[src/logic/cio_pkg.sv]
// Shared constants, types and decode helpers for the configurable io block
package cio_pkg;

	// Array sizes
	localparam int NCELL = 8;              // io cells on this edge
	localparam int NLOCAL = 4;             // local lines into the decoders
	localparam int NDECIN = NCELL + NLOCAL; // decoder input width
	localparam int HALF = NDECIN / 2;      // split point of a decoder
	localparam int NDEC = 4;               // wide decoders per edge

	// Register bus widths
	localparam int AW = 8;
	localparam int DW = 32;

	// Register byte offsets
	localparam logic [7:0] CTRL_OFS = 8'h00;
	localparam logic [7:0] STATUS_OFS = 8'h04;
	localparam logic [7:0] CELL_BASE = 8'h20;
	localparam logic [7:0] DEC_BASE = 8'h40;

	// Control register field positions
	localparam int CTRL_DONE_BIT = 0;
	localparam int CTRL_GSR_BIT = 1;

	// Status register field positions
	localparam int ST_PIN_POS = 0;
	localparam int ST_TAP1_POS = 8;
	localparam int ST_TAP2_POS = 16;
	localparam int ST_DEC_POS = 24;

	// Input data delay, as a time and as cycles of the 40 MHz clock
	localparam int CLK_PERIOD_NS = 25;
	localparam int IN_DELAY_NS = 50;
	localparam int IN_DELAY_CYC =
		(IN_DELAY_NS + CLK_PERIOD_NS - 1) / CLK_PERIOD_NS;

	// Output path choices
	typedef enum logic [1:0] {
		OUT_DIRECT,
		OUT_INVERT,
		OUT_REG,
		OUT_DEC
	} cio_out_e;

	// Input tap sources
	typedef enum logic [1:0] {
		TAP_PIN,
		TAP_MASTER,
		TAP_SLAVE,
		TAP_OFF
	} cio_tap_e;

	// Pin resistor choices
	typedef enum logic [1:0] {
		PULL_NONE,
		PULL_UP,
		PULL_DOWN,
		PULL_RSVD
	} cio_pull_e;

	// Per-cell configuration word, low bits first from out_sel
	typedef struct packed {
		logic [2:0] dec_src;   // decoder output fed to the pad
		logic       in_neg;    // input flop acts on falling edge
		logic       out_neg;   // output flop acts on falling edge
		logic       in_init;   // input flop initial state
		logic       out_init;  // output flop initial state
		cio_tap_e   tap2_sel;
		cio_tap_e   tap1_sel;
		logic       in_latch;  // input register as transparent latch
		logic       short_setup_attribute;
		cio_pull_e  pull;
		logic       oe_pol;    // 1: high control enables driver
		cio_out_e   out_sel;
	} cio_cell_cfg_s;

	// Per-decoder configuration word
	typedef struct packed {
		logic              split;
		logic [NDECIN-1:0] inv;   // take input complemented
		logic [NDECIN-1:0] use_in; // input takes part in the AND
	} cio_dec_cfg_s;

	localparam cio_cell_cfg_s CELL_CFG_RST = '0;
	localparam cio_dec_cfg_s DEC_CFG_RST = '0;

	// Register bus request
	typedef struct packed {
		logic [AW-1:0] addr;
		logic [DW-1:0] wdata;
		logic          wr;
		logic          rd;
	} cio_bus_s;

	// Hit on a cell configuration word
	function automatic logic cell_hit(input logic [AW-1:0] a);
		cell_hit = (a[7:5] == CELL_BASE[7:5]) && (a[1:0] == 2'h0);
	endfunction : cell_hit

	// Hit on a decoder configuration word
	function automatic logic dec_hit(input logic [AW-1:0] a);
		dec_hit = (a[7:4] == DEC_BASE[7:4]) && (a[1:0] == 2'h0);
	endfunction : dec_hit

endpackage : cio_pkg

[src/logic/cio_io_edge.sv]
// One chip edge of configurable io cells with its wide decoders
//
// Implementation choices: the register addresses and the address-and-strobe port.
`timescale 1ns/1ps
`default_nettype none

module cio_io_edge
	import cio_pkg::*;
(
	input  wire logic                core_clk,
	input  wire logic                resetn,
	input  wire cio_bus_s            bus,
	output logic       [DW-1:0]      rdata,
	input  wire logic                io_clk_net,
	input  wire logic                gsr,
	input  wire logic [NCELL-1:0]    core_out,
	input  wire logic [NCELL-1:0]    core_oe_ctl,
	input  wire logic [NLOCAL-1:0]   local_in,
	input  wire logic [NCELL-1:0]    pad_in,
	output logic       [NCELL-1:0]   pad_out,
	output logic       [NCELL-1:0]   pad_oe,
	output logic       [NCELL-1:0]   pull_up_en,
	output logic       [NCELL-1:0]   pull_down_en,
	output logic       [NCELL-1:0]   input_tap_one,
	output logic       [NCELL-1:0]   input_tap_two,
	output logic       [2*NDEC-1:0]  dec_out
);

	typedef logic [IN_DELAY_CYC-1:0] cio_dly_t;

	// State of the edge in one record, decoder outputs apart
	typedef struct packed {
		logic                         done;
		logic                         clk_prev;
		cio_cell_cfg_s [NCELL-1:0]    cell_cfg;
		cio_dec_cfg_s  [NDEC-1:0]     dec_cfg;
		logic          [NCELL-1:0]    sync1;
		logic          [NCELL-1:0]    sync2;
		cio_dly_t      [NCELL-1:0]    dly;
		logic          [NCELL-1:0]    master;
		logic          [NCELL-1:0]    slave;
		logic          [NCELL-1:0]    out_ff;
		logic          [NCELL-1:0]    tap1;
		logic          [NCELL-1:0]    tap2;
		logic          [NCELL-1:0]    pad_out;
		logic          [NCELL-1:0]    pad_oe;
		logic          [NCELL-1:0]    pull_up;
		logic          [NCELL-1:0]    pull_down;
		logic          [DW-1:0]       rdata;
	} cio_edge_state_s;

	cio_edge_state_s   st_reg;
	cio_edge_state_s   st_next;
	logic              rise;
	logic              fall;
	logic              load_init;
	logic              force_init;
	logic              cfg_open;
	logic              in_edge;
	logic              in_level;
	logic              out_edge;
	logic              in_d;
	logic [2:0]        cell_idx;
	logic [1:0]        dec_idx;
	logic [NDECIN-1:0] dec_in;

	// Pick the source of one input tap
	function automatic logic tap_pick(input cio_tap_e sel,
			input logic pin, input logic mst, input logic slv);
		case (sel)
			TAP_PIN: tap_pick = pin;
			TAP_MASTER: tap_pick = mst;
			TAP_SLAVE: tap_pick = slv;
			default: tap_pick = 1'b0;
		endcase
	endfunction : tap_pick

	assign cell_idx = bus.addr[4:2];
	assign dec_idx = bus.addr[3:2];
	assign dec_in = {local_in, st_reg.tap1};

	// Wide decoders fed by the first taps and local lines
	for (genvar d = 0; d < NDEC; d++) begin : g_dec
		cio_wide_decoder u_dec (
			.core_clk (core_clk),
			.resetn   (resetn),
			.cfg      (st_reg.dec_cfg[d]),
			.dec_in   (dec_in),
			.dec_out  (dec_out[2*d+1:2*d])
		);
	end

	// Next state of configuration, cells and bus
	always_comb begin
		st_next = st_reg;
		rise = io_clk_net & ~st_reg.clk_prev;
		fall = ~io_clk_net & st_reg.clk_prev;
		st_next.clk_prev = io_clk_net;
		cfg_open = ~st_reg.done;
		load_init = 1'b0;
		in_edge = 1'b0;
		in_level = 1'b0;
		out_edge = 1'b0;
		in_d = 1'b0;
		force_init = gsr & st_reg.done;

		// Control write; done rising is the end of configuration
		if (bus.wr && bus.addr == CTRL_OFS) begin
			st_next.done = bus.wdata[CTRL_DONE_BIT];
			load_init = bus.wdata[CTRL_DONE_BIT] & ~st_reg.done;
		end

		// Options only change while the edge is unconfigured
		if (bus.wr && cfg_open && cell_hit(bus.addr)) begin
			st_next.cell_cfg[cell_idx] =
				bus.wdata[$bits(cio_cell_cfg_s)-1:0];
		end
		if (bus.wr && cfg_open && dec_hit(bus.addr)) begin
			st_next.dec_cfg[dec_idx] =
				bus.wdata[$bits(cio_dec_cfg_s)-1:0];
		end

		// Pin samples pass two flops before any use
		st_next.sync1 = pad_in;
		st_next.sync2 = st_reg.sync1;

		for (int i = 0; i < NCELL; i++) begin
			// Per-flop edge choice on the shared io clock net
			in_edge = st_reg.cell_cfg[i].in_neg ? fall : rise;
			in_level = st_reg.cell_cfg[i].in_neg ?
				~io_clk_net : io_clk_net;
			out_edge = st_reg.cell_cfg[i].out_neg ? fall : rise;

			// Default long setup inserts the delay line
			st_next.dly[i] = {st_reg.dly[i][IN_DELAY_CYC-2:0],
				st_reg.sync2[i]};
			in_d = st_reg.cell_cfg[i].short_setup_attribute ?
				st_reg.sync2[i] :
				st_reg.dly[i][IN_DELAY_CYC-1];

			// Input register: master open off the active level
			if (load_init || force_init) begin
				st_next.master[i] = st_reg.cell_cfg[i].in_init;
				st_next.slave[i] = st_reg.cell_cfg[i].in_init;
			end else if (st_reg.done) begin
				if (!in_level) begin
					st_next.master[i] = in_d;
				end
				if (st_reg.cell_cfg[i].in_latch) begin
					if (in_level) begin
						st_next.slave[i] = in_d;
					end
				end else if (in_edge) begin
					st_next.slave[i] = st_reg.master[i];
				end
			end

			// Output flop captures the core signal on its edge
			if (load_init || force_init) begin
				st_next.out_ff[i] = st_reg.cell_cfg[i].out_init;
			end else if (st_reg.done && out_edge) begin
				st_next.out_ff[i] = core_out[i];
			end

			// Taps toward the core
			st_next.tap1[i] = tap_pick(st_reg.cell_cfg[i].tap1_sel,
				st_reg.sync2[i], st_reg.master[i],
				st_reg.slave[i]);
			st_next.tap2[i] = tap_pick(st_reg.cell_cfg[i].tap2_sel,
				st_reg.sync2[i], st_reg.master[i],
				st_reg.slave[i]);

			// Output path select
			case (st_reg.cell_cfg[i].out_sel)
				OUT_DIRECT: st_next.pad_out[i] = core_out[i];
				OUT_INVERT: st_next.pad_out[i] = ~core_out[i];
				OUT_REG: st_next.pad_out[i] = st_reg.out_ff[i];
				OUT_DEC: st_next.pad_out[i] =
					dec_out[st_reg.cell_cfg[i].dec_src];
				default: st_next.pad_out[i] = 1'b0;
			endcase

			// Driver stays off until configured
			st_next.pad_oe[i] = st_reg.done &
				~(core_oe_ctl[i] ^ st_reg.cell_cfg[i].oe_pol);

			// Configuration forces the pull-up regardless of choice
			st_next.pull_up[i] = ~st_reg.done |
				(st_reg.cell_cfg[i].pull == PULL_UP);
			st_next.pull_down[i] = st_reg.done &
				(st_reg.cell_cfg[i].pull == PULL_DOWN);
		end

		// Read data stand in the cycle after the strobe only
		st_next.rdata = '0;
		if (bus.rd) begin
			if (bus.addr == CTRL_OFS) begin
				st_next.rdata[CTRL_DONE_BIT] = st_reg.done;
				st_next.rdata[CTRL_GSR_BIT] = gsr;
			end else if (bus.addr == STATUS_OFS) begin
				st_next.rdata[ST_PIN_POS +: NCELL] = st_reg.sync2;
				st_next.rdata[ST_TAP1_POS +: NCELL] = st_reg.tap1;
				st_next.rdata[ST_TAP2_POS +: NCELL] = st_reg.tap2;
				st_next.rdata[ST_DEC_POS +: 2*NDEC] = dec_out;
			end else if (cell_hit(bus.addr)) begin
				st_next.rdata[$bits(cio_cell_cfg_s)-1:0] =
					st_reg.cell_cfg[cell_idx];
			end else if (dec_hit(bus.addr)) begin
				st_next.rdata[$bits(cio_dec_cfg_s)-1:0] =
					st_reg.dec_cfg[dec_idx];
			end
		end
	end

	// Reset leaves the edge unconfigured with all pins pulled up
	always_ff @(posedge core_clk or negedge resetn) begin
		if (!resetn) begin
			st_reg <= '0;
			st_reg.cell_cfg <= {NCELL{CELL_CFG_RST}};
			st_reg.dec_cfg <= {NDEC{DEC_CFG_RST}};
			st_reg.pull_up <= '1;
		end else begin
			st_reg <= st_next;
		end
	end

	// Outputs straight from flops
	assign rdata = st_reg.rdata;
	assign pad_out = st_reg.pad_out;
	assign pad_oe = st_reg.pad_oe;
	assign pull_up_en = st_reg.pull_up;
	assign pull_down_en = st_reg.pull_down;
	assign input_tap_one = st_reg.tap1;
	assign input_tap_two = st_reg.tap2;

endmodule : cio_io_edge

`default_nettype wire

[src/logic/cio_wide_decoder.sv]
// One wide edge decoder with optional split at its centre
`timescale 1ns/1ps
`default_nettype none

module cio_wide_decoder
	import cio_pkg::*;
(
	input  wire logic              core_clk,
	input  wire logic              resetn,
	input  wire cio_dec_cfg_s      cfg,
	input  wire logic [NDECIN-1:0] dec_in,
	output logic       [1:0]       dec_out
);

	typedef struct packed {
		logic [1:0] out;
	} cio_dec_state_s;

	cio_dec_state_s st_reg;
	cio_dec_state_s st_next;
	logic [NDECIN-1:0] term;
	logic              lo_and;
	logic              hi_and;

	// Unused inputs count as true so they never pull the AND low
	always_comb begin
		st_next = st_reg;
		term = (dec_in ^ cfg.inv) | ~cfg.use_in;
		lo_and = &term[HALF-1:0];
		hi_and = &term[NDECIN-1:HALF];
		if (cfg.split) begin
			st_next.out = {hi_and, lo_and};
		end else begin
			st_next.out = {2{lo_and & hi_and}};
		end
	end

	// Registered so the pin and core see a clean level
	always_ff @(posedge core_clk or negedge resetn) begin
		if (!resetn) begin
			st_reg <= '0;
		end else begin
			st_reg <= st_next;
		end
	end

	assign dec_out = st_reg.out;

endmodule : cio_wide_decoder

`default_nettype wire

[config.mk]
export PLATFORM = sky130hd
export DESIGN_NAME = cio_io_edge
export DESIGN_NICKNAME = d
export VERILOG_FILES = /design/src/logic/cio_pkg.sv /design/src/logic/cio_io_edge.sv /design/src/logic/cio_wide_decoder.sv
export SDC_FILE = /design/constraint.sdc
export NUM_CORES = 1
export LEC_CHECK = 0
export ABC_CLOCK_PERIOD_IN_PS = 4300
export BUFFER_PORTS_ARGS = -buffer_cell sky130_fd_sc_hd__buf_2
export CAP_MARGIN = 20
export CORE_UTILIZATION = 25
export CTS_CLUSTER_DIAMETER = 40
export CTS_CLUSTER_SIZE = 8
export DETAILED_ROUTE_END_ITERATION = 16
export PLACE_DENSITY = 0.49
export SYNTH_ARGS = -nofsm -noshare
export SYNTH_HDL_FRONTEND = slang
export SYNTH_HIERARCHICAL = 1
export SYNTH_SLANG_ARGS = --single-unit
[constraint.sdc]
create_clock -name core_clk -period 4.3 [get_ports core_clk]
set_clock_uncertainty 0.15 [all_clocks]
set_input_delay 0.43 -clock core_clk [delete_from_list [all_inputs] [get_ports core_clk]]
set_output_delay 0.43 -clock core_clk [all_outputs]
set_load 0.02 [all_outputs]
Word-level counts from Yosys, hierarchy flattened:

Index checks and enable logic that the tools add are counted.

* flip-flop bits (word level): 390
* input bits: 74
* output and inout bits: 88

* $lt $le $gt $ge: 12
* equal/unequal tests: 91
* muxes and demuxes: 175
* bitwise gates (word level): 71
* reduce and logical (&&, ||, !) cells: 84

Operators by type and width (number)
* $bwmux W144: 1
* $mux W1: 121
* $bwmux W100: 1
* $mux W25: 4
* $eq A2 B2 Y1 const B: 40
* $eq A2 B1 Y1 const B: 32
* $bmux W18 S3: 1
* $demux W18 S3: 1
* $mux W18: 3
* $bmux W25 S2: 1
* $demux W25 S2: 1
* $logic_not A2 Y1: 25
* $not A12 Y12: 4
* $or A12 B12 Y12: 4
* $pmux W1 S3: 16
* $reduce_and A6 Y1: 8
* $xor A12 B12 Y12: 4
* $lt A3 B4 Y1 const B: 9
* $mux W32: 1
* $pmux W1 S4: 8
* $mux W30: 1
* $and A1 B1 Y1: 24
* $bmux W1 S3: 8
* $ne A3 B1 Y1 const B: 8
* 20 further kinds: 107

Longest topological paths before layout:

* depth in word-level cells: 7
* mapped depth: 8
* mapped depth without buffers: 4

By module:

The synthesis kept the hierarchy.

Modules (own cells, without submodules)
* cio_io_edge: instances 1, cells an instance 1308, area each 17997.3 um2, seq. area each 9569.2 um2
* cio_wide_decoder: instances 4, cells an instance 25, area each 224.0 um2, seq. area each 50.0 um2

Worst setup path before layout:

Ideal clock, no wire load.

* kind: in2reg
* start point: input port bus[41] in the netlist's numbering
* end point: register st_reg[348] in the netlist's numbering
* arrival time: 1.826 ns
* required time: 4.025 ns
* setup slack: 2.199 ns
* stages on the path: 7
* cell sequence: nor3_1 and2_1 buf_2 and2_1 buf_4 buf_6 mux2_2

* longest elaborated chain between the ends: 3

RTL lines
* start, declared: RTL line cio_io_edge.sv:12 `input wire cio_bus_s bus,`
* $eq A3 B1 Y1: RTL line cio_pkg.sv:97 `cell_hit = (a[7:5] == CELL_BASE[7:5]) && (a[1:0] == 2'h0);`
* $logic_and A1 B1 Y1: RTL line cio_pkg.sv:97
* $logic_and A1 B1 Y1: RTL line cio_io_edge.sv:114 `if (bus.wr && cfg_open && cell_hit(bus.addr)) begin`
* end signal, assigned: RTL line cio_io_edge.sv:223 `st_reg <= st_next;`
* end, declared: RTL line cio_io_edge.sv:52 `cio_edge_state_s st_reg;`

Every way passes these cells.
A chain may end at the register's enable or synchronous reset.

Final worst setup path:

* start point: input port bus[41] in the netlist's numbering
* end point: register st_reg[341] in the netlist's numbering

Same word-level chain as after synthesis.

==> Implementation_results.wiki <==
{| class="wikitable"
! Metric !! Value
|-
| Result of the run || complete, no violations
|-
| Hold bufs inserted after CTS || 33
|-
| Site Rows || 100
|-
| R2r setup slk || about 1900 ps
|-
| Pwr Density || 506.6 nW/um^2
|-
| Cell area after synthesis || 18890 sq um
|-
| CTS tree || yes
|-
| Global routing usage summed across all routing layers || 0.1546
|-
| Share of flip-flops with an asynchronous set or reset after synthesis || 1.000
|-
| Primary FF master, synth || dfrtp_1
|-
| Setup TNS Final || 0 ps
|-
| Setup violators final || 0
|-
| Worst path setup slack after routing || 1554 ps
|-
| Endpoints failing hold || 0
|-
| Combined flip-flop and latch cell area || 9769 sq um
|-
| Area growth, synth to finish || 23.64%
|-
| Post-CTS repair timing setup buffer count || 0
|-
| Final critical-path required period || ~2700 ps
|-
| Kind of capture point of the worst setup path || register
|-
| Number of warnings reported in the yosys synthesis log || 6
|-
| Capture instance of the worst register-to-register path || st_reg[341]
|-
| Arrival time reported for the critical path endpoint || between 3000 and 4000 ps
|-
| Die Footprint || 76680 sq um
|-
| Final Non-Filler Cells || 2582
|-
| Flop and latch count out of synthesis || between 300 and 400
|-
| Number of vias in the routed layout || 12320
|-
| Cell count after placement || between 2000 and 2500
|-
| Maximum number of pins on one net before global-route repair || 114
|-
| Share of cells above drive strength 1 || 0.4242
|-
| First-pass GRT wire length || 88.26 mm
|-
| Worst-case setup slack after placement || a little over 1000 ps
|-
| Max-cap violations || 0
|-
| CTS H-tree lvls || 3
|-
| Worst Setup Path Type || input pin to register
|-
| Routed Wire Length || a little under 60 mm
|-
| Root Buffer || clkbuf_16
|-
| Remaining routing DRC violations || 0
|-
| Critical path startpoint || bus[41]
|-
| Unrepaired setup endpoints after global routing || no
|-
| Global-route congestion overflow total || 0
|-
| Worst setup path endpoint || st_reg[341]
|-
| Nets@finish || 1622
|-
| Maximum ir drop on the vdd rail || around 0.24 mV
|-
| Flip-flop count of the largest register, all copies and words added || about 280
|-
| Number of distinct library cells after synthesis || around 40
|-
| Synth top area share || 0.5060
|-
| Max clock buf depth || 3
|-
| Post-DRT Antenna Nets || 0
|-
| Cell count after synthesis || 1408
|-
| Via density per instance || 4.770
|-
| Die height || 276.9 um
|-
| Multi-input combinational cell area || 8000 sq um
|-
| Pleak || 0.01054 uW
|-
| Filler cells || around 7500
|-
| Post-CTS Resized || 0
|-
| Clock sink total || a little under 400
|-
| Leading post-synthesis cells by cell area || dfrtp_1, mux2_2, mux4_2, buf_4, mux2i_1
|-
| Number of nets in the synthesized netlist || 1482
|-
| DPL Wire Length || 40.51 mm
|-
| Area of the core region || 74570 sq um
|-
| Initial standard-cell utilization of the core || 0.2534
|-
| Share of the clock period used by the worst path after layout || 0.6386
|-
| Achievable frequency || 364.2 MHz
|-
| Die boundary width || 276.9 um
|-
| Path category of the worst min-delay check || input pin to register
|-
| Worst Max-Slew Pin Slew || 941.2 ps
|-
| Most used standard cell by instance count after synthesis || dfrtp_1
|-
| Worst path required time || 4630 ps
|-
| # port buffers || 154
|-
| Clock-pin slew on the worst setup and hold paths || around 40 ps
|-
| Number of flops mapped to enable cells by yosys || 0
|-
| Sort of element at the start of the critical path || input pin
|-
| Largest area contributor in the synthesized netlist || dfrtp_1
|-
| Worst r2r path cells || 6
|-
| Global placement routability congestion || around 0.80
|-
| Initial DRC count || 764
|-
| Proportion of synthesized chip area in sequential cells || 0.5171
|-
| Average routed wire per standard cell || between 20 and 25 um
|-
| Commonest cells in the synthesized netlist || dfrtp_1, mux2_2, buf_4
|-
| R2R Path Start || st_reg[381]
|-
| Max-slew violation count || 0
|-
| Number of global-route vias before repair || 13080
|-
| Drt pass-1 iters || 5
|-
| Average cell area after synthesis || between 10 and 15 sq um
|-
| Initial antenna violation count || 7
|-
| Number of buffers inserted during clock tree synthesis || 82
|-
| Top-Level Pins || between 150 and 200
|-
| Clock network latency to the later pin of the worst-skew pair || 610 ps
|-
| Top fanout value on the critical path || 10
|-
| Max_slew headroom || 0.3725
|}
-- layout make-up --
cell class | instances | share of cell area
well taps | 969 | 0.05190
flip-flops and latches | 390 | 0.4182
clock buffers | 109 | 0.1004
multi-input cells | 837 | 0.3425
clock inverters | 37 | 0.02351
diodes | 3 | 0.0003214
repair buffers | 217 | 0.05989
inverters | 20 | 0.003214
-- power by group --
group / internal [uW] / switching, uW / leakage, uW
registers: 3920 / 341 / 0.00518
clock network: 4480 / 2080 / 0.00140
logic: 484 / 523 / 0.00395
-- metrics by stage --
| step | total power [uW] | hold WS [ps] | area (sq um) | utilization |
|---|---|---|---|---|
| after global placement | 5293 | 183.0 | 20110 | 0.2697 |
| after global routing | 12310 | 16.70 | 23350 | 0.3132 |
| final | 11830 | 46.90 | 23360 | 0.3132 |
| after detailed placement | 5318 | 184.7 | 20110 | 0.2697 |
| after floorplan | 4834 | -15.59 | 18890 | - |
| after CTS | 12010 | 1.088 | 23340 | 0.3129 |
-- cells by family (layout without fill, tap and decap cells) --
| group | after synthesis | after routing | share of synthesized area |
|---|---|---|---|
| simple gates | 210 | 210 | 0.06271 |
| xor+xnor | 58 | 58 | 0.02689 |
| compound gates | 179 | 179 | 0.05920 |
| other cells | 0 | 3 | 0 |
| flops | 390 | 390 | 0.5171 |
| mux | 390 | 390 | 0.2746 |
| buf+inv | 181 | 383 | 0.05947 |
-- how the worst min path moves through the flow --
stage / startpoint / end / cells after the start
2_1_floorplan: resetn / g_dec[0].u_dec/dec_out[0] / 0
3_3_place_gp: st_next[109] / st_reg[109] / 0
3_5_place_dp: st_next[126] / st_next[116] / 0
4_1_cts: gsr / rdata[1] / 3
5_1_grt: gsr / rdata[1] / 3
6_report: bus[1] / st_reg[381] / 3
-- cell usage in the layout, fill, tap and decap left out, types with 42 or more instances in the layout --
master / instances
mux4_2: 77
dfrtp_1: 382
xnor2_1: 56
nand2_1: 42
mux2i_1: 56
a22oi_1: 49
mux2_2: 257
buf_2: 151
clkbuf_16: 84
o21ai_0: 55
-- worst max-delay path: stages --
cell    delay [ps]
buf_2          120
nor3_1         710
and2_1         510
and2_1         590
buf_4          350
mux2_2         360
-- per-layer routing --
layer  wire length [um]  track usage  share of wire  up-vias
met5                 22            0        0.00037        -
met4               1903      0.06111          0.032        4
met3               3124      0.03425          0.053       99
met2              28630       0.2553           0.49      345
met1              25020       0.1958           0.43     6509
li1                   -            -              -     5360
Note: power is estimated with default switching activity, not from simulation.
